===== config.mk =====
export PLATFORM = sky130hd
export DESIGN_NAME = parameter_write_lock_gate
export DESIGN_NICKNAME = d
export VERILOG_FILES = /design/src/rtl/function_permit.v /design/src/rtl/parameter_write_lock_gate.v
export VERILOG_INCLUDE_DIRS = /design/src /design/src/rtl
export SDC_FILE = /design/constraint.sdc
export NUM_CORES = 1
export LEC_CHECK = 0
export BUFFER_PORTS_ARGS = -buffer_cell sky130_fd_sc_hd__buf_2
export CORE_ASPECT_RATIO = 1.75
export CORE_UTILIZATION = 53
export DETAILED_ROUTE_END_ITERATION = 6
export HOLD_SLACK_MARGIN = 0.03
export PLACE_DENSITY_LB_ADDON = 0.1
export SLEW_MARGIN = 20
export SYNTH_ARGS = -nofsm -noshare
export SYNTH_HDL_FRONTEND = slang
export SYNTH_HIERARCHICAL = 1
export SYNTH_SLANG_ARGS = --single-unit

===== constraint.sdc =====
create_clock -name clk -period 2.9 [get_ports clk]
set_input_delay 0.435 -clock clk [delete_from_list [all_inputs] [get_ports clk]]
set_output_delay 0.435 -clock clk [all_outputs]
set_load 0.02 [all_outputs]

===== src/rtl/lock_gate_consts.vh =====
// Constants for the parameter write lock gate: lock codes, function numbers,
// message codes and timing counts.
// Assumes a 10 MHz logic clock and a front panel that delivers one-cycle key events.
//
// Operation
// - Locked: refuse parameter edits, flash rejection, menu.
// - Locked: refuse restricted utility functions.
// - Locked: permitted view functions and reset still run.
// - Refused function never starts; flash rejection, menu.
// - Lock code 0000 permits, 0001 prohibits; default permits.
// - New lock value acts only after power-up.
// - Mode key stores value; flash completion, restore screen.
// - Other lock values show error, not stored.
`ifndef LOCK_GATE_CONSTS_VH
`define LOCK_GATE_CONSTS_VH

// ============================================================
// Lock setting codes
`define LOCK_PERMIT      16'h0000
`define LOCK_PROHIBIT    16'h0001
`define LOCK_DEFAULT     16'h0000

// ============================================================
// Utility function numbers
`define FN_ALARM_HIST    12'h000
`define FN_MOTOR_MODEL   12'h011
`define FN_VERSION       12'h012
`define FN_UNIT_ID       12'h01E
`define FN_SOFT_RESET    12'h030
`define FN_LOCK_SETTING  12'h010

// ============================================================
// Panel message codes
`define MSG_NONE         2'h0
`define MSG_REJECT       2'h1
`define MSG_DONE         2'h2
`define MSG_ERROR        2'h3

// ============================================================
// Timing: message flash time in microseconds and derived clock count
`define CLK_MHZ          10
`define FLASH_US         1000000
`define FLASH_CYCLES     (`FLASH_US * `CLK_MHZ)

`endif


===== src/rtl/function_permit.v =====
// Decodes a utility function number into "may run while locked".
// Assumes the function number is stable while it is being looked at.
`timescale 1ns/100ps
`include "lock_gate_consts.vh"

module function_permit
(
   fn_number,
   allowed_locked
);
   input  wire [11:0] fn_number;      // Requested utility function number.
   output wire        allowed_locked; // High when the function may run while locked.

   // ============================================================
   // Permitted list: views and software reset; the lock function itself stays open.
   assign allowed_locked = (fn_number == `FN_ALARM_HIST)   ||
                           (fn_number == `FN_MOTOR_MODEL)  ||
                           (fn_number == `FN_VERSION)      ||
                           (fn_number == `FN_UNIT_ID)      ||
                           (fn_number == `FN_SOFT_RESET)   ||
                           (fn_number == `FN_LOCK_SETTING);
endmodule


===== src/rtl/parameter_write_lock_gate.v =====
// Write lock gate for the drive's parameter store and utility functions.
// Assumes the panel logic raises one-cycle request pulses, that the stored lock
// value lives in nonvolatile storage presented on nv_lock_value, and that the
// storage accepts a write on the cycle nv_write is high.
`timescale 1ns/100ps
`include "lock_gate_consts.vh"

module parameter_write_lock_gate
#(
   parameter FLASH_CYCLES = `FLASH_CYCLES  // Length of a flashed message in clocks.
)
(
   clk,
   arst_n,
   nv_lock_value,
   param_write_req,
   fn_start_req,
   fn_number,
   lock_store_req,
   lock_entry_value,
   param_write_grant,
   fn_start_grant,
   nv_write,
   nv_write_data,
   flash_msg,
   flash_active,
   go_main_menu,
   restore_screen,
   locked
);
   input  wire        clk;               // 10 MHz logic clock.
   input  wire        arst_n;            // Asynchronous power-on reset, active low.
   input  wire [15:0] nv_lock_value;     // Lock value read from nonvolatile storage.
   input  wire        param_write_req;   // Pulse: operator tries to change a parameter.
   input  wire        fn_start_req;      // Pulse: operator tries to run a utility function.
   input  wire [11:0] fn_number;         // Function number with fn_start_req.
   input  wire        lock_store_req;    // Pulse: mode key pressed in lock function.
   input  wire [15:0] lock_entry_value;  // Value chosen with up and down.
   output reg         param_write_grant; // Pulse: parameter change goes ahead.
   output reg         fn_start_grant;    // Pulse: utility function may start.
   output reg         nv_write;          // Pulse: write the new lock value.
   output reg  [15:0] nv_write_data;     // Lock value to be written.
   output reg  [1:0]  flash_msg;         // Message being shown.
   output wire        flash_active;      // High while a message is shown.
   output reg         go_main_menu;      // Pulse: return to the main menu.
   output reg         restore_screen;    // Pulse: restore the previous screen.
   output wire        locked;            // Enforcement flag for this power cycle.

   // ============================================================
   // State codes of the message sequencer.
   localparam ST_IDLE  = 2'd0;  // Waiting for a request.
   localparam ST_FLASH = 2'd1;  // Showing a message.

   reg  [1:0]  state_q;         // Sequencer state.
   reg  [1:0]  state_d;         // Next sequencer state.
   reg  [31:0] flash_cnt_q;     // Cycles left in the current message.
   reg  [31:0] flash_cnt_d;     // Next value of the counter.
   reg  [1:0]  msg_q;           // Message held during the flash.
   reg  [1:0]  msg_d;           // Next message.
   reg         to_menu_q;       // Ending the flash returns to the main menu.
   reg         to_menu_d;       // Next value of the menu flag.
   reg         lock_q;          // Latched enforcement flag.
   reg         latched_q;       // Flag has been captured since reset.
   wire        fn_ok_locked;    // Function is on the permitted list.
   reg         grant_p_d;       // Next parameter grant.
   reg         grant_f_d;       // Next function grant.
   reg         nv_wr_d;         // Next storage write strobe.
   reg         menu_d;          // Next menu pulse.
   reg         restore_d;       // Next restore pulse.

   // ============================================================
   // Permitted function decode.
   function_permit u_permit
   (
      .fn_number      (fn_number),
      .allowed_locked (fn_ok_locked)
   );

   // ============================================================
   // Enforcement flag: reset to the factory permit state, captured from storage
   // on the first clock after release, then frozen until the next reset so a
   // new store only acts at the next power-up.
   always @(posedge clk or negedge arst_n)
   begin
      if (!arst_n)
      begin
         lock_q    <= 1'b0;
         latched_q <= 1'b0;
      end
      else if (!latched_q)
      begin
         lock_q    <= (nv_lock_value == `LOCK_PROHIBIT);
         latched_q <= 1'b1;
      end
   end

   // While the flag is still being captured the gate refuses, to be safe.
   assign locked       = lock_q | ~latched_q;
   assign flash_active = (state_q == ST_FLASH);

   // ============================================================
   // Request decode and message sequencer.
   always @*
   begin
      state_d     = state_q;
      flash_cnt_d = flash_cnt_q;
      msg_d       = msg_q;
      to_menu_d   = to_menu_q;
      grant_p_d   = 1'b0;
      grant_f_d   = 1'b0;
      nv_wr_d     = 1'b0;
      menu_d      = 1'b0;
      restore_d   = 1'b0;
      case (state_q)
         ST_IDLE:
         begin
            // Requests are taken one at a time; store has priority, then edits.
            if (lock_store_req)
            begin
               state_d     = ST_FLASH;
               flash_cnt_d = FLASH_CYCLES - 1;
               to_menu_d   = 1'b0;
               if ((lock_entry_value == `LOCK_PERMIT) ||
                   (lock_entry_value == `LOCK_PROHIBIT))
               begin
                  // Store only; the flag is untouched until reset.
                  nv_wr_d = 1'b1;
                  msg_d   = `MSG_DONE;
               end
               else
               begin
                  msg_d = `MSG_ERROR;
               end
            end
            else if (param_write_req)
            begin
               if (locked)
               begin
                  state_d     = ST_FLASH;
                  flash_cnt_d = FLASH_CYCLES - 1;
                  msg_d       = `MSG_REJECT;
                  to_menu_d   = 1'b1;
               end
               else
               begin
                  grant_p_d = 1'b1;
               end
            end
            else if (fn_start_req)
            begin
               if (locked && !fn_ok_locked)
               begin
                  state_d     = ST_FLASH;
                  flash_cnt_d = FLASH_CYCLES - 1;
                  msg_d       = `MSG_REJECT;
                  to_menu_d   = 1'b1;
               end
               else
               begin
                  grant_f_d = 1'b1;
               end
            end
         end
         ST_FLASH:
         begin
            if (flash_cnt_q == 32'h0000_0000)
            begin
               state_d   = ST_IDLE;
               msg_d     = `MSG_NONE;
               menu_d    = to_menu_q;
               restore_d = ~to_menu_q;
            end
            else
            begin
               flash_cnt_d = flash_cnt_q - 32'h0000_0001;
            end
         end
         default:
         begin
            state_d = ST_IDLE;
            msg_d   = `MSG_NONE;
         end
      endcase
   end

   // ============================================================
   // Sequencer and output registers.
   always @(posedge clk or negedge arst_n)
   begin
      if (!arst_n)
      begin
         state_q           <= ST_IDLE;
         flash_cnt_q       <= 32'h0000_0000;
         msg_q             <= `MSG_NONE;
         to_menu_q         <= 1'b0;
         param_write_grant <= 1'b0;
         fn_start_grant    <= 1'b0;
         nv_write          <= 1'b0;
         nv_write_data     <= `LOCK_DEFAULT;
         flash_msg         <= `MSG_NONE;
         go_main_menu      <= 1'b0;
         restore_screen    <= 1'b0;
      end
      else
      begin
         state_q           <= state_d;
         flash_cnt_q       <= flash_cnt_d;
         msg_q             <= msg_d;
         to_menu_q         <= to_menu_d;
         param_write_grant <= grant_p_d;
         fn_start_grant    <= grant_f_d;
         nv_write          <= nv_wr_d;
         flash_msg         <= msg_d;
         go_main_menu      <= menu_d;
         restore_screen    <= restore_d;
         if (nv_wr_d)
         begin
            nv_write_data <= lock_entry_value;
         end
      end
   end
endmodule


Yosys cells after proc, flatten, opt, wreduce, memory -nomap -nowiden

Cells that the tools add are included.

Bits in registers: 60
Input port bits: 49
Output and inout bits: 25
Word-level logic and storage cells: 86

Add/sub/neg operators: 1
Equal/unequal tests: 14
Multiplexer cells: 38
Bitwise operators: 3
Reductions and logical operators: 18

Operators by type and width:

| kind                                                                    | number |
|---|---|
| 32-bit two-way mux                                                      | 6 |
| 32-bit case mux with 2 select lines                                     | 1 |
| 12-bit by 5-bit equality test with 1-bit output (second input constant) | 4 |
| 16-bit by 1-bit equality test with 1-bit output (second input constant) | 2 |
| 32-bit logical NOT                                                      | 1 |
| 32-bit by 1-bit subtractor with 32-bit output (second input constant)   | 1 |
| 1-bit two-way mux                                                       | 22 |
| 16-bit logical NOT                                                      | 1 |
| 2-bit two-way mux                                                       | 7 |
| 12-bit by 6-bit equality test with 1-bit output (second input constant) | 1 |
| 12-bit logical NOT                                                      | 1 |
| 4-bit != test (second input constant)                                   | 3 |
| 2-bit case mux with 2 select lines                                      | 2 |
| 4-bit AND reduction                                                     | 2 |
| 1-bit logical OR                                                        | 6 |
| 3-bit nonzero test                                                      | 2 |
| 5-bit AND reduction                                                     | 1 |
| 3-bit by 1-bit != test with 1-bit output (second input constant)        | 1 |
| 2-bit by 1-bit equality test with 1-bit output (second input constant)  | 1 |
| 2-bit logical NOT                                                       | 1 |
| 2-bit by 1-bit != test with 1-bit output (second input constant)        | 1 |
| 2-bit != test (second input constant)                                   | 1 |
| 1-bit NOT                                                               | 2 |
| 2-bit nonzero test                                                      | 1 |
| 3 further kinds                                                         | 3 |

Logic depth before layout (Yosys ltp)

Gate-level depths: netlist of run 1.

Word-level depth: 13
Gate-level depth with buffers: 9
Gate-level depth less buffers: 8

Hierarchy

The synthesis of run 1 kept the hierarchy.

Modules (own cells, without submodules):

| module                    | instances | cells an instance | area each (um^2) | seq. area each (um^2) |
|---|---|---|---|---|
| parameter_write_lock_gate | 1         | 276               | 2,859.0          | 1,476.4 |
| function_permit           | 1         | 8                 | 48.8             | 0.0 |

Least setup slack after synthesis of run 1

No wires, ideal clock.

Path type: flip-flop to flip-flop
Start point: register flash_cnt_q[23]
End point: register flash_cnt_q[29]
Setup time: 0.078 ns
Arrival: 2.488 ns
Path slack: 0.334 ns
Stages on the path, launching flop included: 8
Path buffers: 2
Period minus slack after synthesis: 2.566 ns
Cells stage by stage: dfrtp_1 > or4_1 > buf_2 > or2_0 > buf_6 > or4_4 > or4b_1 > a21oi_1

Word-level cells in the longest chain between the ends: 3
Elaborated cells between the ends (all ways): 6
Those cells by class: add/sub: 1; eq/ne: 1; mux: 2; reduce/logical: 2

Ends and longest elaborated chain:

| element                                                                                    | line                                                             | RTL |
|---|---|---|
| start: declaration                                                                         | parameter_write_lock_gate.v:56                                   | `reg [31:0] flash_cnt_q;` |
| start signal: assignment                                                                   | parameter_write_lock_gate.v:207                                  | `flash_cnt_q <= flash_cnt_d;` |
| 32-bit by 1-bit subtractor with 32-bit output / 32-bit logical NOT (equally long branches) | parameter_write_lock_gate.v:175, parameter_write_lock_gate.v:166 |  |
| 32-bit two-way mux / 2-bit != test (equally long branches)                                 | n/a                                                              |  |
| 32-bit case mux with 2 select lines / 5-bit AND reduction (equally long branches)          | n/a                                                              |  |

Parallel ways exist; a longest one is shown, timed or not. The select of a mux whose other input is x is not followed.
A chain may end at the register's enable or synchronous reset.

Worst setup path after layout of run 1

Start point: register flash_cnt_q[16]
End point: register flash_cnt_q[19]

Same word-level chain as after synthesis.

==> qor.yml, run 1 <==
combPwrFrac_pct: 14.1
ys.flop_type: "dfrtp_1"
p_seq_share_pct: 49.9
required_ns: 3.11
via_per_inst: 6.07
cts_sinks: 59
drc_errors: 4
drt-wirelength-per-cell_microns: 15.8
p_int_mw: 1.47
finalCritPeriodShare_pct: 95.9
reg2reg_from: "flash_cnt_q[16]"
grt.total_usage_pct: 26.1
routed_wl_microns: 6830
top_regs: "flash_cnt_q: 32 flops, nv_write_data: 16 flops, msg_q: 2 flops"
synthXorXnorAreaFrac_pct: 0.602
setup_viol: 0
postRouteAntennaNets: 0
io_buffers: 73
first_iter_violations: 104
gp_congestion: 0.846
cts_tree: "yes"
grt_antenna_before_repair: 0
firstDrtPassIters: 7
fp.dieH_microns: 100
crit_type: "flip-flop to flip-flop"
synthArstFlopShare_pct: 100
synth_common_cells: "59 x dfrtp_1, 19 x nor2b_1, 16 x nor4_1"
tightest_slew_ns: 0.637
cpLargestDelayFamily: "simple AND/OR/NAND/NOR gates"
crit_path_max_incr_delay_ns: 0.77
cts_buffer_depth: 2
placed_cell_area_sq_mm: 0.00340
avgSynthCellArea_sq_um: 10.2
clock_latency_ns: 0.35
yosys.area.top_type: "dfrtp_1"
peakVddDrop_mv: 0.519
holdBufCountCts: 0
fmax_mhz: 360
fin_crit_ns: 2.78
finalMaxSlewViolations: 0
grt_pass1_vias: 2562
end_kind: "flip-flop"
synth_area_leaders: "dfrtp_1 51%, nor2b_1 4.1%, nor4_1 3.4%, or4_1 3.4%, or3_1 2.4%"
synth-simple-area-share_pct: 27.5
path_cells: "or4_4 -> or4_1 -> or4_1 -> a211oi_1 -> a31oi_1"
cp-startpoint: "flash_cnt_q[16]"
grt_max_degree: 26
yosysSeqAreaShare_pct: 50.8
final_layout_size_suffix_gt1_share_pct: 32.0
cts_root_buffer: "clkbuf_8"
synthCells: 284
swShare_pct: 29.6
die-area_sq_mm: 0.00580
cts_buffers: 9
grt_pass1_wl_microns: 11400
crit_buf_inv: 0
synth_top_cell_area_share_pct: 50.8
vias: 2627
crit_slowest_cell: "or4_1"
arrival_ns: 2.99
syn_to_final_growth_pct: 23.8
diodes: 0
rsz0062_at_grt: "false"
rows: 35
design_area_sq_mm: 0.00360
yosysMostFrequentCell: "dfrtp_1"
dp_cells: 417
finalClockSkew_ns: 0.00651
core_area_sq_mm: 0.00526
clkTransAtPathRegs_ns: 0.07
yosys_warnings: 6
run_status: "finished, violations left"
path_max_fanout: 9
largest-register: "flash_cnt_q"
max_cap_viol_count: 0
fin_cells: 433
synthesis.area_sq_mm: 0.00291
hold_class: "input pin to asynchronous set/reset pin"
nets: 423
cp_common_cell: "or4_1"
relSlewSlack_pct: 57.6
muxShareOfSynthArea_pct: 1.12
largest_reg_flops: 32
ios: 74
fp.dieW_microns: 58.0
leakage_nw: 1.66
initial_core_util_pct: 55.3
cts_setup_buffers: 0
synth_top_family_by_area: "simple AND/OR/NAND/NOR gates"
syn-num-nets: 334
violations: "design-rule violations"
ctsResizeCount: 0
synth_compound_area_share_pct: 16.1
holdWs_ns: 0.0545
tns_ns: 0
hold_violations: 0
power_switching_mw: 0.618
netlist-cell-type-count: 58
h-tree-depth: 3
synthAdderAreaFrac_pct: 0.430
start_kind: "flip-flop"
pwr-share-clk_pct: 35.9
dpl.hpwl_microns: 5060
synth_edf_count: 0
synth-seq-cells: 59
powerDensity_mw_per_mm2: 580
gr-total-overflow: 0
-- final timing paths --
| check | to | slack, ns | cells after the start |
|---|---|---|---|
| max | flash_cnt_q[19] | 0.12 | 5 |
| min reg2reg | restore_screen | 0.47 | 1 |
| min | go_main_menu | 0.05 | 1 |
| min in group clk | fn_start_grant | 0.29 | 2 |
| max reg2reg | flash_cnt_q[19] | 0.12 | 5 |
| max in group asynchronous | flash_cnt_q[9] | 2.19 | 2 |
-- worst register-to-register path, cell delays in order (launching register included) --
cell	delay, ns
dfrtp_1	0.39
or4_4	0.56
or4_1	0.60
or4_1	0.77
a211oi_1	0.27
a31oi_1	0.06
-- routing by layer --
metal	track usage (%)	up-vias	wire length [microns]
met1	26.4	1279	2600
li1	-	1261	-
met2	48.4	70	3800
met3	4.38	17	261
met5	0	-	0
met4	15.2	0	178
-- cell families after synthesis --
kind of cell	count (synthesis)
fa+ha+maj	1
flops	59
compound gates	70
buf+inv	19
other cells	1
simple gates	129
mux	3
xor+xnor	2
-- cell type report --
cell class	count	area, sq um
clock buffers	9	124
flip-flops and latches	59	1480
repair buffers	90	493
multi-input cells	206	1340
clock inverters	7	76.3
inverters	7	26.3
fillers	435	1660
well taps	55	68.8
-- cells in the final DEF (no fill, tap or decap), types with 2 or more instances in the layout --
| cell type | instances |
|---|---|
| dfrtp_1 | 59 |
| o21a_1 | 5 |
| inv_1 | 6 |
| inv_6 | 2 |
| buf_2 | 73 |
| nand3_1 | 3 |
| o211ai_1 | 2 |
| clkbuf_8 | 9 |
| clkinvlp_4 | 2 |
| or4_1 | 13 |
| nand2b_1 | 4 |
| nor3_1 | 6 |
| a211oi_1 | 3 |
| o311ai_0 | 2 |
| nor4_1 | 16 |
| nor4b_1 | 2 |
| a21oi_1 | 12 |
| nor2_1 | 15 |
| nand4_1 | 4 |
| a31oi_1 | 10 |
| mux2_2 | 2 |
| a211o_1 | 2 |
| o21ai_0 | 13 |
| o41ai_1 | 4 |
| or4_4 | 3 |
| or2_2 | 4 |
| nand2_1 | 14 |
| o31ai_1 | 8 |
| o21ai_1 | 2 |
| or3_1 | 11 |
| buf_4 | 17 |
| and4_1 | 2 |
| and3_1 | 2 |
| nor2b_1 | 19 |
-- power by group through the flow --
stage                     registers (mW)  clock network (mW)  logic (mW)
after global placement              1.05                   0       0.288
after CTS                           1.04               0.764       0.300
after detailed placement            1.06                   0       0.296
after global routing                1.06               0.789       0.336
after floorplan                     1.03                   0       0.188
final                               1.04               0.751       0.295
-- metrics by stage --
step	setup WS [ns]	utilization, %	power [mW]
after floorplan	0.334	-	1.22
after global placement	0.172	64.7	1.34
after detailed placement	0.148	64.7	1.35
after CTS	0.130	68.5	2.11
after global routing	0.0237	68.5	2.19
final	0.119	68.5	2.09
Power figures use the tool's default switching activity.
==> run 2, diff against run 1 <==
--- a/config.mk
+++ b/config.mk
@@ -11,7 +11,7 @@
 export CORE_UTILIZATION = 53
 export DETAILED_ROUTE_END_ITERATION = 6
 export HOLD_SLACK_MARGIN = 0.03
-export PLACE_DENSITY_LB_ADDON = 0.1
+export PLACE_DENSITY = 0.8
 export SLEW_MARGIN = 20
 export SYNTH_ARGS = -nofsm -noshare
 export SYNTH_HDL_FRONTEND = slang
==> run 2 against run 1 <==
Net effect: the run still ends with design-rule violations left; utilization is 0.095 points higher; combinational power increased by 2%; total power is 0.52% higher; sequential cell count did not move; worst setup slack gained 0.14 ns; clock power up 0.5%; sequential share of layout area decreased by 0.057 points; final cell count stayed put; critical path depth unchanged.
==> qor.yml, run 2 (same netlist as run 1, synthesis figures left out) <==
syn_to_final_growth_pct: 24.0
peakVddDrop_mv: 0.378  # -27%
first_iter_violations: 125  # +20%
cpLargestDelayFamily: "simple AND/OR/NAND/NOR gates"
via_per_inst: 6.10  # +0.49%
nets: 423  # unchanged
leakage_nw: 1.66  # -0.32%
largest_reg_flops: 32  # unchanged
path_max_fanout: 9  # unchanged
clock_latency_ns: 0.35  # about the same
h-tree-depth: 3  # unchanged
rows: 35  # unchanged
fin_cells: 433  # unchanged
diodes: 0  # unchanged
finalMaxSlewViolations: 0  # unchanged
use_met3_pct: 7.22  # +2.8 points
grt_busiest_layer: "met2"
ctsResizeCount: 0  # unchanged
postRouteAntennaNets: 0  # unchanged
largest-register: "flash_cnt_q"
fp.dieH_microns: 100  # unchanged
setup_viol: 0  # unchanged
holdWs_ns: 0.143  # +0.0883 ns
gp_congestion: 0.884  # +4.5%
cp_common_cell: "or4_4"
final_common_cell: "buf_2"
grt_max_degree: 35  # +35%
grt_pass1_wl_microns: 11400  # +0.37%
crit_type: "flip-flop to flip-flop"
layout_common_cells: "73 x buf_2, 59 x dfrtp_1, 19 x nor2b_1, 17 x buf_4, 16 x nor4_1"
tns_ns: 0  # unchanged
use_met2_pct: 46.0  # -2.4 points
drc_errors: 6  # +2
crit_buf_inv: 0  # unchanged
cts_setup_buffers: 0  # unchanged
fillers: 428  # -1.6%
reg2reg_setup_slack_ns: 0.26  # +0.14 ns
relSlewSlack_pct: 51.2  # -6.3 points
dp_cells: 417  # unchanged
cts_root_buffer: "clkbuf_8"
crit_path_max_incr_delay_ns: 0.59  # -0.18 ns
vias: 2640  # +0.49%
clkTransAtPathRegs_ns: 0.07  # about the same
die-area_sq_mm: 0.00580  # unchanged
core_area_sq_mm: 0.00526  # unchanged
hold_violations: 0  # unchanged
routed_wl_microns: 6810  # -0.31%
reg2reg_from: "flash_cnt_q[16]"
grt.total_usage_pct: 26.0  # -0.11 points
fmax_mhz: 379  # +5.3%
top_regs: "flash_cnt_q: 32 flops, nv_write_data: 16 flops, msg_q: 2 flops"
violations: "design-rule violations"
hold_class: "input pin to asynchronous set/reset pin"
tightest_slew_ns: 0.732  # +0.0951 ns
fin_crit_ns: 2.64  # -0.140 ns
drt-wirelength-per-cell_microns: 15.7  # -0.31%
path_cells: "or4_4 -> or4_4 -> or4_4 -> o311ai_0 -> o41ai_1"
io_buffers: 73  # unchanged
dpl.hpwl_microns: 5060  # about the same
final_util_pct: 68.6  # +0.095 points
run_status: "finished, violations left"
powerDensity_mw_per_mm2: 583  # +0.38%
cts_buffer_depth: 2  # unchanged
r2r-end: "flash_cnt_q[22]"
max_cap_viol_count: 0  # unchanged
rsz0062_at_grt: "false"
ios: 74  # unchanged
r2r_cells: 5  # unchanged
p_total_mw: 2.10  # +0.52%
cts_sinks: 59  # unchanged
required_ns: 3.11  # about the same
gr-total-overflow: 0  # unchanged
fp.dieW_microns: 58.0  # unchanged
firstDrtPassIters: 7  # unchanged
finalCritPeriodShare_pct: 91.1  # -4.8 points
cts_buffers: 9  # unchanged
final_layout_size_suffix_gt1_share_pct: 32.3  # +0.26 points
grt_antenna_before_repair: 0  # unchanged
holdBufCountCts: 0  # unchanged
use_met1_pct: 26.6  # +0.24 points
cts_tree: "yes"
finalClockSkew_ns: 0.00789  # +0.00138 ns
grt_pass1_vias: 2619  # +2.2%
initial_core_util_pct: 55.3  # unchanged
crit_slowest_cell: "or4_4"
arrival_ns: 2.85  # -0.14 ns
start_kind: "flip-flop"
end_kind: "flip-flop"
-- run 2: changes by cell type in the layout (fill, tap and decap cells not counted), sizes merged --
| cell | delta |
|---|---|
| clkinvlp | +2 |
| clkinv | -1 |
| inv | -1 |
-- run 2: how the worst max path moves through the flow --
stage	from	cells after the start	endpoint	slack [ns]
after floorplan	flash_cnt_q[23]	7	flash_cnt_q[29]	0.33
after global placement	flash_cnt_q[16]	5	flash_cnt_q[24]	0.23
after detailed placement	flash_cnt_q[16]	5	flash_cnt_q[22]	0.17
after CTS	flash_cnt_q[16]	5	flash_cnt_q[22]	0.14
after global routing	flash_cnt_q[8]	5	flash_cnt_q[22]	0.11
final	flash_cnt_q[16]	5	flash_cnt_q[22]	0.26
-- run 2: per-layer routing --
metal | up-vias | share of wire [%]
li1 | 1267 | -
met5 | - | 0
met2 | 79 | 53
met3 | 25 | 4.2
met4 | 0 | 3.8
met1 | 1269 | 39
-- run 2: power breakdown --
group / switching, mW / total (mW) / internal [mW]
registers: 0.126 / 1.04 / 0.919
clock network: 0.355 / 0.755 / 0.400
logic: 0.153 / 0.301 / 0.148
total: 0.634 / 2.10 / 1.47
-- run 2: worst register-to-register path, stage by stage (launching register included) --
cell and delay, ns:
dfrtp_1 0.39, or4_4 0.57, or4_4 0.50, or4_4 0.59, o311ai_0 0.32, o41ai_1 0.13
-- run 2: final cells by class --
type	instances	area, sq um	area share (%)
clock inverters	7	77.6	2.15
inverters	7	26.3	0.729
multi-input cells	206	1340	37.1
well taps	55	68.8	1.91
flip-flops and latches	59	1480	41.0
repair buffers	90	493	13.7
clock buffers	9	124	3.44
-- run 2: per-stage QoR --
step,area (sq um),worst slack (ns)
after floorplan,2910,0.334
after global placement,3400,0.226
after detailed placement,3400,0.168
after CTS,3600,0.145
after global routing,3600,0.109
final,3600,0.259
